$ cat src/rtl/vcm_pkg.sv
// Shared constants, decode helpers and state type for the chained readout and multicast slave.
package vcm_pkg;

    // Address modifiers of the VME standard that this block answers.
    localparam logic [5:0] AM_BLT32_USER  = 6'h0b;
    localparam logic [5:0] AM_BLT32_SUPV  = 6'h0f;
    localparam logic [5:0] AM_MBLT64_USER = 6'h08;
    localparam logic [5:0] AM_MBLT64_SUPV = 6'h0c;
    localparam logic [5:0] AM_A32_USER    = 6'h09;
    localparam logic [5:0] AM_A32_SUPV    = 6'h0d;

    // Field positions inside the 32-bit address.
    localparam int         BASE_MSB       = 31;
    localparam int         BASE_LSB       = 24;
    localparam int         OFFS_MSB       = 23;
    localparam logic [23:0] OFFS_ZERO     = 24'h000000;

    // Multi-event store window: offsets below this limit select the store.
    localparam logic [23:0] STORE_LIMIT   = 24'h001000;

    // Event buffer geometry, pin synchroniser width and reset values.
    localparam int         WORD_W         = 32;
    localparam int         FIFO_DEPTH     = 8;
    localparam int         SYNC_W         = 75;
    localparam logic [31:0] DATA_RST      = 32'h00000000;
    localparam logic [15:0] OFFS_RST      = 16'h0000;

    // One-hot states of the bus cycle engine.
    typedef enum logic [3:0] {
        ST_IDLE = 4'b0001,
        ST_BEAT = 4'b0010,
        ST_HOLD = 4'b0100,
        ST_SKIP = 4'b1000
    } vcm_state_e;

    // True for the four block transfer modifiers a chained read may use.
    function automatic logic vcmIsChainAm(input logic [5:0] am);
        vcmIsChainAm = (am == AM_BLT32_USER) || (am == AM_BLT32_SUPV) ||
                       (am == AM_MBLT64_USER) || (am == AM_MBLT64_SUPV);
    endfunction : vcmIsChainAm

    // True for the 64-bit multiplexed block transfer modifiers.
    function automatic logic vcmIs64Am(input logic [5:0] am);
        vcmIs64Am = (am == AM_MBLT64_USER) || (am == AM_MBLT64_SUPV);
    endfunction : vcmIs64Am

    // True for single A32 data accesses, the carrier of multicast writes.
    function automatic logic vcmIsCastAm(input logic [5:0] am);
        vcmIsCastAm = (am == AM_A32_USER) || (am == AM_A32_SUPV);
    endfunction : vcmIsCastAm

endpackage : vcm_pkg

$ cat src/rtl/vcm_event_fifo.sv
// Synchronous FIFO holding event words between acquisition and bus readout.
`timescale 1ns/10ps
module vcm_event_fifo #(
    parameter int WIDTH = 33,
    parameter int DEPTH = 8
) (
    input  wire logic             clk_sys,   // System clock.
    input  wire logic             reset,     // Asynchronous reset, active high.
    input  wire logic [WIDTH-1:0] inData,    // Word offered by the filling side.
    input  wire logic             inValid,   // Filling side has a word.
    output logic                  inReady,   // FIFO can take a word.
    output logic      [WIDTH-1:0] outData,   // Oldest word.
    output logic                  outValid,  // A word is waiting.
    input  wire logic             outReady   // Draining side takes the word.
);
    localparam int AW = $clog2(DEPTH);

    logic [WIDTH-1:0] store [DEPTH];
    logic [AW-1:0]    wrPtr_r;
    logic [AW-1:0]    rdPtr_r;
    logic [AW:0]      count_r;
    logic             push;
    logic             pop;

    // Full and empty come straight from the occupancy count, so both are exact.
    assign inReady  = (count_r != DEPTH[AW:0]);
    assign outValid = (count_r != '0);
    assign outData  = store[rdPtr_r];
    assign push     = inValid && inReady;
    assign pop      = outValid && outReady;

    // Storage array is written only, never reset, to keep it as plain memory.
    always_ff @(posedge clk_sys) begin
        if (push) begin
            store[wrPtr_r] <= inData;
        end
    end

    // Pointers wrap naturally because the depth is a power of two.
    always_ff @(posedge clk_sys or posedge reset) begin
        if (reset) begin
            wrPtr_r <= '0;
            rdPtr_r <= '0;
        end else begin
            if (push) begin
                wrPtr_r <= wrPtr_r + 1'b1;
            end
            if (pop) begin
                rdPtr_r <= rdPtr_r + 1'b1;
            end
        end
    end

    // Occupancy tracks simultaneous push and pop as no change.
    always_ff @(posedge clk_sys or posedge reset) begin
        if (reset) begin
            count_r <= '0;
        end else if (push && !pop) begin
            count_r <= count_r + 1'b1;
        end else if (pop && !push) begin
            count_r <= count_r - 1'b1;
        end
    end

endmodule : vcm_event_fifo

$ cat src/rtl/vcm_chain_slave.sv
// Chained block readout and multicast write slave for one board in a VME crate.
//
// What this block does
// - Chained accesses are read cycles only; multicast accesses are write cycles only.
// - Common base is the programmed upper byte with all lower 24 bits zero.
// - Chained reads answer only to 32-bit block or 64-bit multiplexed modifiers.
// - Chained reads serve the multi-event store only, at base plus store offsets.
// - Head board sends its data, then marks itself done after the trailer word.
// - A done board stays out and passes the token to the next board.
// - Last board holding the token and already done raises BERR.
// - In 64-bit chained mode the address beat is acknowledged with DTACK.
// - With auto advance on, every word read advances the event pointer.
// - With auto advance off, the pointer stays and the header repeats.
// - An interrupted readout resumes at the board holding the token.
// - Multicast write updates this board's register at base plus its offset.
`timescale 1ns/10ps
module vcm_chain_slave
    import vcm_pkg::*;
(
    input  wire logic        clk_sys,            // System clock, 40 MHz.
    input  wire logic        reset,              // Asynchronous reset, active high.
    input  wire logic [31:0] vmeAddr,            // Address lines.
    input  wire logic [5:0]  vmeAm,              // Address modifier lines.
    input  wire logic        vmeAsN,             // Address strobe, active low.
    input  wire logic        vmeDsN,             // Data strobe, active low.
    input  wire logic        vmeWriteN,          // Write line, low for write.
    input  wire logic        vmeIackinN,         // Incoming token, active low.
    input  wire logic        vmeBerrInN,         // Bus error as seen on the bus.
    input  wire logic [31:0] vmeDataIn,          // Data lines as seen on the bus.
    output logic      [31:0] vmeDataOut,         // Data driven onto the bus.
    output logic             vmeDataOeN,         // Data output enable, low drives.
    output logic             vmeDtackOut,        // Acknowledge level, always low.
    output logic             vmeDtackOeN,        // Acknowledge enable, low drives.
    output logic             vmeBerrOut,         // Bus error level, always low.
    output logic             vmeBerrOeN,         // Bus error enable, low drives.
    output logic             vmeIackoutN,        // Outgoing token, active low.
    input  wire logic [7:0]  chainBaseHigh,      // Shared upper address byte.
    input  wire logic        chainHead,          // This board heads the chain.
    input  wire logic        chainTail,          // This board ends the chain.
    input  wire logic        pointer_auto_advance, // Advance pointer on every word read.
    output logic             readoutDone,        // Board has sent its event.
    input  wire logic [31:0] evWord,             // Event word from acquisition.
    input  wire logic        evTrailer,          // Word is the block trailer word.
    input  wire logic        evValid,            // Acquisition offers a word.
    output logic             evReady,            // Event buffer can take it.
    output logic             castWrStb,          // Multicast register write pulse.
    output logic      [15:0] castOffset,         // Register offset of that write.
    output logic      [31:0] castData            // Data of that write.
);

    vcm_state_e       state_r;
    logic [SYNC_W-1:0] sync1_r;
    logic [SYNC_W-1:0] sync2_r;
    logic [SYNC_W-1:0] sync3_r;
    logic [SYNC_W-1:0] pinF_r;
    logic [31:0]      addrF;
    logic [31:0]      dataF;
    logic [5:0]       amF;
    logic             asF;
    logic             dsF;
    logic             writeF;
    logic             tokenF;
    logic             berrF;
    logic             baseHit;
    logic             storeHit;
    logic             inChain;
    logic             addrAcked_r;
    logic             beat64_r;
    logic             purged_r;
    logic             berrSeen_r;
    logic             dtackDrv_r;
    logic             berrDrv_r;
    logic             dataDrv_r;
    logic [31:0]      dataOut_r;
    logic             castStb_r;
    logic [15:0]      castOffs_r;
    logic [31:0]      castData_r;
    logic             tokenOut_r;
    logic [32:0]      fifoWord;
    logic             fifoValid;
    logic             fifoPop;
    logic             sendWord;

    // Event words queue here; a slow reader stalls acquisition through evReady.
    vcm_event_fifo #(
        .WIDTH (WORD_W + 1),
        .DEPTH (FIFO_DEPTH)
    ) u_event_fifo (
        .clk_sys  (clk_sys),
        .reset    (reset),
        .inData   ({evTrailer, evWord}),
        .inValid  (evValid),
        .inReady  (evReady),
        .outData  (fifoWord),
        .outValid (fifoValid),
        .outReady (fifoPop)
    );

    // Three-stage pin synchroniser; a bit changes once stages two and three agree.
    always_ff @(posedge clk_sys or posedge reset) begin
        if (reset) begin
            sync1_r <= '1;
            sync2_r <= '1;
            sync3_r <= '1;
        end else begin
            sync1_r <= {vmeAsN, vmeDsN, vmeWriteN, vmeIackinN, vmeBerrInN, vmeAm, vmeAddr, vmeDataIn};
            sync2_r <= sync1_r;
            sync3_r <= sync2_r;
        end
    end

    // Filtered pin image, updated per bit only where the late stages agree.
    always_ff @(posedge clk_sys or posedge reset) begin
        if (reset) begin
            pinF_r <= '1;
        end else begin
            pinF_r <= (sync2_r & ~(sync2_r ^ sync3_r)) | (pinF_r & (sync2_r ^ sync3_r));
        end
    end

    // Unpack the filtered image; strobes turned to active high.
    assign asF     = ~pinF_r[74];
    assign dsF     = ~pinF_r[73];
    assign writeF  = ~pinF_r[72];
    assign tokenF  = ~pinF_r[71];
    assign berrF   = ~pinF_r[70];
    assign amF     = pinF_r[69:64];
    assign addrF   = pinF_r[63:32];
    assign dataF   = pinF_r[31:0];

    // Common base is the shared byte over a zero lower field.
    assign baseHit  = (addrF[BASE_MSB:BASE_LSB] == chainBaseHigh);
    assign storeHit = (addrF[OFFS_MSB:0] - OFFS_ZERO) < STORE_LIMIT;
    // The head always takes part; others wait for the token from upstream.
    assign inChain  = chainHead || tokenF;
    // A word goes out only while the board still owes data.
    assign sendWord = (state_r == ST_BEAT) && !(beat64_r && !addrAcked_r) && !purged_r && fifoValid;
    // Without auto advance the pointer never moves and the header repeats.
    assign fifoPop  = sendWord && pointer_auto_advance;

    // Bus cycle engine; one decision per data strobe.
    always_ff @(posedge clk_sys or posedge reset) begin
        if (reset) begin
            state_r <= ST_IDLE;
        end else begin
            case (state_r)
                ST_IDLE: begin
                    if (asF && dsF) begin
                        if (!baseHit) begin
                            state_r <= ST_SKIP;
                        end else if (vcmIsChainAm(amF) && !writeF && storeHit && inChain) begin
                            state_r <= ST_BEAT;
                        end else if (vcmIsCastAm(amF) && writeF) begin
                            state_r <= ST_HOLD;
                        end else begin
                            state_r <= ST_SKIP;
                        end
                    end
                end
                ST_BEAT: begin
                    if (sendWord || (beat64_r && !addrAcked_r) || chainTail) begin
                        state_r <= ST_HOLD;
                    end else begin
                        state_r <= ST_SKIP;
                    end
                end
                ST_HOLD: begin
                    if (!dsF) begin
                        state_r <= ST_IDLE;
                    end
                end
                ST_SKIP: begin
                    if (!asF) begin
                        state_r <= ST_IDLE;
                    end
                end
                default: begin
                    state_r <= ST_IDLE;
                end
            endcase
        end
    end

    // Width of the block transfer is latched at the cycle start for the beat decision.
    always_ff @(posedge clk_sys or posedge reset) begin
        if (reset) begin
            beat64_r <= 1'b0;
        end else if (state_r == ST_IDLE) begin
            beat64_r <= vcmIs64Am(amF);
        end
    end

    // The 64-bit address beat is acknowledged once per address strobe.
    always_ff @(posedge clk_sys or posedge reset) begin
        if (reset) begin
            addrAcked_r <= 1'b0;
        end else if (!asF) begin
            addrAcked_r <= 1'b0;
        end else if (state_r == ST_BEAT && beat64_r) begin
            addrAcked_r <= 1'b1;
        end
    end

    // Done flag; it survives an interrupted readout so the token stays put.
    // Cleared once the crate has seen BERR and the strobe is gone; a set wins.
    always_ff @(posedge clk_sys or posedge reset) begin
        if (reset) begin
            purged_r <= 1'b0;
        end else if (sendWord && fifoWord[WORD_W]) begin
            purged_r <= 1'b1;
        end else if (state_r == ST_BEAT && !(beat64_r && !addrAcked_r) && !fifoValid) begin
            purged_r <= 1'b1;
        end else if (berrSeen_r && !asF) begin
            purged_r <= 1'b0;
        end
    end

    // Remembers that a chained readout ended with BERR on the bus.
    always_ff @(posedge clk_sys or posedge reset) begin
        if (reset) begin
            berrSeen_r <= 1'b0;
        end else if (asF && berrF && vcmIsChainAm(amF)) begin
            berrSeen_r <= 1'b1;
        end else if (!asF) begin
            berrSeen_r <= 1'b0;
        end
    end

    // Acknowledge, error and data drivers, released when the data strobe goes.
    always_ff @(posedge clk_sys or posedge reset) begin
        if (reset) begin
            dtackDrv_r <= 1'b0;
            berrDrv_r  <= 1'b0;
            dataDrv_r  <= 1'b0;
        end else if (state_r == ST_IDLE && asF && dsF && baseHit && vcmIsCastAm(amF) && writeF) begin
            dtackDrv_r <= chainTail;
        end else if (state_r == ST_BEAT) begin
            dtackDrv_r <= sendWord || (beat64_r && !addrAcked_r);
            dataDrv_r  <= sendWord;
            berrDrv_r  <= !sendWord && !(beat64_r && !addrAcked_r) && chainTail;
        end else if (!dsF) begin
            dtackDrv_r <= 1'b0;
            berrDrv_r  <= 1'b0;
            dataDrv_r  <= 1'b0;
        end
    end

    // Read data register; holds the word for the whole beat.
    always_ff @(posedge clk_sys or posedge reset) begin
        if (reset) begin
            dataOut_r <= DATA_RST;
        end else if (sendWord) begin
            dataOut_r <= fifoWord[WORD_W-1:0];
        end
    end

    // Multicast write capture; every matching board updates, only the tail acknowledges.
    always_ff @(posedge clk_sys or posedge reset) begin
        if (reset) begin
            castStb_r  <= 1'b0;
            castOffs_r <= OFFS_RST;
            castData_r <= DATA_RST;
        end else begin
            castStb_r <= (state_r == ST_IDLE) && asF && dsF && baseHit && vcmIsCastAm(amF) && writeF;
            if ((state_r == ST_IDLE) && asF && dsF && baseHit && vcmIsCastAm(amF) && writeF) begin
                castOffs_r <= addrF[15:0];
                castData_r <= dataF;
            end
        end
    end

    // Token goes downstream once this board is done and holds the token itself.
    always_ff @(posedge clk_sys or posedge reset) begin
        if (reset) begin
            tokenOut_r <= 1'b0;
        end else begin
            tokenOut_r <= purged_r && inChain && !chainTail;
        end
    end

    assign vmeDataOut  = dataOut_r;
    assign vmeDataOeN  = !dataDrv_r;
    assign vmeDtackOut = 1'b0;
    assign vmeDtackOeN = !dtackDrv_r;
    assign vmeBerrOut  = 1'b0;
    assign vmeBerrOeN  = !berrDrv_r;
    assign vmeIackoutN = !tokenOut_r;
    assign readoutDone = purged_r;
    assign castWrStb   = castStb_r;
    assign castOffset  = castOffs_r;
    assign castData    = castData_r;
endmodule : vcm_chain_slave

$ cat config.mk
export PLATFORM = sky130hd
export DESIGN_NAME = vcm_chain_slave
export DESIGN_NICKNAME = d
export VERILOG_FILES = /design/src/rtl/vcm_pkg.sv /design/src/rtl/vcm_event_fifo.sv /design/src/rtl/vcm_chain_slave.sv
export SDC_FILE = /design/constraint.sdc
export NUM_CORES = 1
export LEC_CHECK = 0
export BUFFER_PORTS_ARGS = -buffer_cell sky130_fd_sc_hd__clkbuf_2
export CAP_MARGIN = 20
export CORE_ASPECT_RATIO = 0.7
export CORE_UTILIZATION = 59
export DETAILED_ROUTE_END_ITERATION = 10
export PLACE_DENSITY = 0.91
export SLEW_MARGIN = 20
export SYNTH_ARGS = -nofsm -noshare
export SYNTH_HDL_FRONTEND = slang
export SYNTH_HIERARCHICAL = 1
export SYNTH_SLANG_ARGS = --single-unit
$ cat constraint.sdc
create_clock -name clk_sys -period 16.4 [get_ports clk_sys]
set_clock_uncertainty 0.1 [all_clocks]
set_input_delay 3.28 -clock clk_sys [delete_from_list [all_inputs] [get_ports clk_sys]]
set_output_delay 3.28 -clock clk_sys [all_outputs]
set_load 0.1 [all_outputs]
==> results of run 1 <==
==> kinds of logic (layout without fill, tap and decap cells) <==
| family | count (synthesis) | in the layout | synth area share [%] |
|---|---|---|---|
| buffers and inverters | 50 | 343 | 1.60 |
| AO/OA/AOI/OAI | 26 | 26 | 0.756 |
| adder cells (fa/ha/maj) | 80 | 80 | 3.53 |
| other | 1 | 8 | 0.0161 |
| AND/OR/NAND/NOR | 75 | 75 | 1.98 |
| multiplexers | 185 | 185 | 13.3 |
| XOR/XNOR | 15 | 15 | 0.563 |
| flip-flops | 663 | 663 | 78.3 |
==> per-stage QoR <==
step           hold WS [ns]  worst slack [ns]
3_3_place_gp          0.246             10.33
6_report              0.229             10.85
3_5_place_dp          0.247             10.26
2_1_floorplan         0.245              2.70
5_1_grt               0.233             10.78
4_1_cts               0.232             10.82
==> placed cells by master (no fill, tap or decap), drive strengths merged, types with 4 or more instances in the layout <==
master,n
dfstp,297
clkbuf,286
edfxtp,264
mux2,118
dfrtp,102
maj3,74
mux4,66
nor2,19
inv,17
buf,17
clkinv,16
xnor2,14
nand2,12
a21oi,7
diode,6
nand3,6
ha,5
nand2b,5
o21ai,4
or3,4
bufinv,4
nor3,4
==> path summary, 6_finish.rpt <==
path                                           endpoint  slack (ns)  cells past startpoint
worst max-delay path                            evReady       10.85                      2
min in group asynchronous       u_event_fifo/rdPtr_r[2]        2.65                      2
worst min-delay path                        sync2_r[62]        0.23                      0
worst max register to register  u_event_fifo/count_r[3]       12.53                     12
worst min register to register              sync2_r[62]        0.23                      0
max in group asynchronous                  castData[28]       11.28                      5
==> final cells by class <==
| class | count | area, µm² | area share (%) |
|---|---|---|---|
| inverter | 14 | 60.1 | 0.223 |
| clock inverter | 26 | 282 | 1.05 |
| clock buffer | 79 | 1590 | 5.92 |
| tap | 527 | 659 | 2.45 |
| timing repair buffer | 224 | 1220 | 4.54 |
| sequential | 663 | 18300 | 68.1 |
| multi-input combinational | 383 | 4750 | 17.7 |
| antenna | 6 | 15.0 | 0.0559 |
==> critical path, cell delays in order, from the launching register on <==
cell and delay, ns:
dfrtp_1 0.47, or4b_1 0.68, clkbuf_2 0.44
==> power by group <==
part / internal [mW] / total [mW] / switching, mW
clock: 0.746 / 1.34 / 0.591
sequential: 1.93 / 2.00 / 0.0711
combinational: 0.103 / 0.274 / 0.171
total: 2.77 / 3.61 / 0.833
==> metal layers <==
metal	vias to the layer above	GRT usage [%]	part of all wire (%)
met5	-	0	0.068
met4	4	7.80	2.7
met3	95	6.16	6.7
met2	328	39.7	52
met1	5709	28.8	39
li1	4584	-	-
==> Yosys cell counts, drive strengths merged, types with 5 or more instances <==
master | count | area share, %
buf | 28 | 1.1
dfrtp | 102 | 11
ha | 5 | 0.27
a21oi | 7 | 0.15
mux4 | 66 | 6.4
nor2 | 19 | 0.31
xnor2 | 14 | 0.53
mux2 | 118 | 6.8
nand2b | 5 | 0.13
dfstp | 297 | 33
inv | 14 | 0.23
clkbuf | 8 | 0.26
edfxtp | 264 | 34
maj3 | 74 | 3.2
nand3 | 6 | 0.13
nand2 | 12 | 0.19
==> flow_summary.ini, run 1 <==
[worst_setup_path]
crit_path_end_kind = output pin
r2r_start = u_event_fifo/count_r[0]
critPathLaunch = u_event_fifo/count_r[0]
required_ns = 13.02
critPathLaunchType = flip-flop
arrival_ns = 2.17
critical_path.max_fanout = 5
crit_type = flip-flop to output pin

[die]
die_width_um = 240
core_area_um2 = 38700
dieArea_um2 = 40400
die-height_um = 168
ioPinCount = 211
initial_core_util_pct = 60.3
row_count = 60

[routing]
vias = 10700
drt.antenna.violating_nets = 0
drt_pass1_iterations = 5
drt_iter0_drc = 808
routed_wl_mm = 45.7
post-route-drc-count = 0
vias_per_cell = 5.58
wl_per_cell_um = 23.8

[yosys]
synth-seq-area-share_pct = 78.3
synthArstFlopShare_pct = 60.2
syn_area_per_cell_um2 = 21.3
ys_ff_latch = 663
syn_inst = 1095
yosysWarningCount = 6
synth_cell_types = 57
synth-edff-count = 264
synth_area_um2 = 23400
yosys_most_used_dff = dfstp_2

[timing]
layout_min_cycle_time_ns = 5.55
tns_ns = 0
setup_violations = 0
timing.final.hold_violations = 0
finalCritPeriodShare_pct = 33.8
worstMarginPinSlew_ns = 1.05
relSlewSlack_pct = 30.2
clock.fmax_ghz = 0.180
drv_slew = 0
rsz0062_at_grt = no

[global_route]
grt_pass1_wl_mm = 69.0
grt_overflow = 0
track_usage_pct = 23.2
grt_start_max_net_pins = 160
antenna_found_initial = 7
grt_pass1_vias = 11500

[run_status]
status = finished, final reports clean

[finish]
drive_gt1_share_pct = 58.5
fill_cells = 2279
utilization_pct = 69.4
finalNonFillerCells = 1922
nets = 1470
syn2layout_area_growth_pct = 15.1
final_area_um2 = 26900

[cts]
hold_buffers = 0
cts_resized = 0
numCtsBuffers = 56
clockRootBuffer = clkbuf_16
clk_pin_slew_ns = 0.07
cts.sinks = 663
htreeDepth = 2
worstSkewPairLatency_ns = 0.60
clk_path_buf_depth = 3
postCtsSetupRepairBufs = 0
cts_tree = done

[placement]
hpwl_mm = 25.8
dp_cells = 1809
place.gp.congestion = 0.739
portBuffers = 207
dpl-instance-area_um2 = 24900

[pwr]
max-vdd-ir-drop_mv = 0.119
p_leak_nw = 10.6
total_power_mw = 3.61
cellPowerDensity_nw_per_um2 = 134

[min_path]
hold_start = sync1_r[62]
worstHoldPathType = flip-flop to flip-flop

[run]
maxCapViolCount = 0
Power figures use the tool's default switching activity.
==> run 2: changes to the inputs <==
--- a/config.mk
+++ b/config.mk
@@ -8,9 +8,9 @@
 export BUFFER_PORTS_ARGS = -buffer_cell sky130_fd_sc_hd__clkbuf_2
 export CAP_MARGIN = 20
 export CORE_ASPECT_RATIO = 0.7
-export CORE_UTILIZATION = 59
+export CORE_UTILIZATION = 53
 export DETAILED_ROUTE_END_ITERATION = 10
-export PLACE_DENSITY = 0.91
+export PLACE_DENSITY = 0.87
 export SLEW_MARGIN = 20
 export SYNTH_ARGS = -nofsm -noshare
 export SYNTH_HDL_FRONTEND = slang
==> constraint.sdc (replaced) <==
create_clock -name clk_sys -period 5.05 [get_ports clk_sys]
set_clock_uncertainty 0.1 [all_clocks]
set_input_delay 1.01 -clock clk_sys [delete_from_list [all_inputs] [get_ports clk_sys]]
set_output_delay 1.01 -clock clk_sys [all_outputs]
set_load 0.1 [all_outputs]
==> run 2 against run 1 <==
Net effect:
- hold slack improved by 0.011 ns
- critical path type is now flip-flop to flip-flop
- clock power rose to 3.4 times the previous value
- register-to-register slack got worse by 11 ns
- first-iteration DRC count fell by 15%
- largest cell class unchanged
- cell count rose by 3.2%
- highest routed layer unchanged
- sequential power rose to 3.2 times the previous value
- non-clock buffer count rose by 3
- core utilization fell by 6.2 points
==> flow_summary.ini, run 2 (synthesized netlist as in run 1, its figures left out) <==
[cts]
clk_path_buf_depth = 3
cts_tree = done
postCtsSetupRepairBufs = 0
worstSkewPairLatency_ns = 0.60
clk_pin_slew_ns = 0.07
hold_buffers = 0
numCtsBuffers = 57
htreeDepth = 2
cts.sinks = 663
cts_resized = 0
clockRootBuffer = clkbuf_16

[worst_setup_path]
critical_path.max_fanout = 7
arrival_ns = 3.75
cpMostUsedCell = ha_1
cpMaxStageDelayCell = or4_1
crit_type = flip-flop to flip-flop
cpPeakStageDelay_ns = 0.52
crit_path_end_kind = flip-flop
crit_chain = and2b_1 -> nor3b_4 -> and2_1 -> nand2b_2 -> nor2_1 -> nand2_1 -> ha_1 -> inv_1 -> ha_1 -> or4_1 -> nand3_1 -> o221ai_1
critPathLaunchType = flip-flop
required_ns = 5.39

[die]
dieArea_um2 = 44900
die-height_um = 178
initial_core_util_pct = 54.5
die_width_um = 253
row_count = 63
core_area_um2 = 42900
ioPinCount = 211

[finish]
fill_cells = 2819
nets = 1474
syn2layout_area_growth_pct = 16.0
multiInputGateArea_um2 = 4750
regArea_um2 = 18300
final_common_cell = dfstp_2
drive_gt1_share_pct = 58.9
final_area_um2 = 27100
utilization_pct = 63.2
layout_common_cells = dfstp_2 (297), edfxtp_1 (264), clkbuf_2 (209), dfrtp_1 (99), maj3_1 (74)

[timing]
layout_setup_ws_ns = 1.64
clock.fmax_ghz = 0.293
relSlewSlack_pct = 27.4
timing.final.hold_violations = 0
drv_slew = 0
layout_min_cycle_time_ns = 3.41
rsz0062_at_grt = no
setup_violations = 0
worstMarginPinSlew_ns = 1.09
finalCritPeriodShare_pct = 67.6

[routing]
vias = 10600
drt.antenna.violating_nets = 0
drt_iter0_drc = 690
routed_wl_mm = 42.8
post-route-drc-count = 0
wl_per_cell_um = 21.6
drt_pass1_iterations = 5
vias_per_cell = 5.32

[global_route]
grtUsageMet1_pct = 25.2
antenna_found_initial = 9
grt_busiest_layer = met2
grt_start_max_net_pins = 102
grt_pass1_vias = 11400
grt_pass1_wl_mm = 66.5
grt_overflow = 0
track_usage_pct = 19.6
use_met2_pct = 33.4
gr-usage-met3_pct = 4.88

[min_path]
worstHoldPathType = flip-flop to flip-flop

[placement]
hpwl_mm = 25.9
post-place-ws_ns = 1.49
portBuffers = 207
dpl-instance-area_um2 = 25100
place.gp.congestion = 0.769

[pwr]
p_leak_nw = 10.6
total_power_mw = 11.9
max-vdd-ir-drop_mv = 0.282
cellPowerDensity_nw_per_um2 = 438

[run]
maxCapViolCount = 0

[run_status]
status = finished, final reports clean
==> run 2: cell types whose count changed in the layout (fill, tap and decap cells not counted), moves of 2 or more <==
cell / before / now
inv_6: 1 / 3
buf_12: 1 / 4
clkinv_2: 11 / 9
buf_4: 13 / 16
diode_2: 6 / 3
buf_16: 2 / 0
clkbuf_16: 57 / 62
clkbuf_1: 12 / 10
clkinv_1: 2 / 0
clkbuf_8: 8 / 13
==> run 2: final timing paths <==
check,from,slack (ns),cells past startpoint,endpoint
max,state_r[1],1.64,12,u_event_fifo/count_r[3]
min,sync1_r[23],0.24,0,sync2_r[23]
max reg2reg,state_r[1],1.64,12,u_event_fifo/count_r[3]
min reg2reg,sync1_r[23],0.24,0,sync2_r[23]
max in group asynchronous,reset,3.28,3,vmeDataOut[31]
min in group asynchronous,reset,0.32,2,u_event_fifo/count_r[1]
==> run 2: layer usage <==
metal	vias up	wire (µm)
met5	-	67
met4	10	977
met3	78	2640
met2	277	21700
met1	5597	17400
li1	4592	-
==> run 2: report_power, final <==
part | switching, mW | internal [mW]
logic | 0.547 | 0.335
clock network | 1.90 | 2.60
registers | 0.214 | 6.25
total | 2.66 | 9.19
==> run 2: cell type report <==
type	instances	area share (%)
Sequential cell	663	67.5
Antenna cell	3	0.0277
Inverter	14	0.208
Timing Repair Buffer	227	4.56
Clock inverter	21	0.836
Clock buffer	87	6.57
Tap cell	585	2.70
Multi-Input combinational cell	383	17.6
==> run 2: through the flow <==
stage               instances  setup TNS, ns  hold WS, ns
finish                   1983              0        0.240
global route             1982              0        0.246
CTS                      1980              0        0.246
detailed placement       1872              0        0.247
global placement         1872              0        0.246
floorplan                1096         -96.55        0.245
==> run 2: worst max-delay path, delay by kind of cell, from the launching register on <==
kind | cells | cell delay [ns]
buffers and inverters | 1 | 0.15
AND/OR/NAND/NOR | 8 | 1.79
flip-flops | 1 | 0.50
adder cells (fa/ha/maj) | 2 | 0.59
AO/OA/AOI/OAI | 1 | 0.12
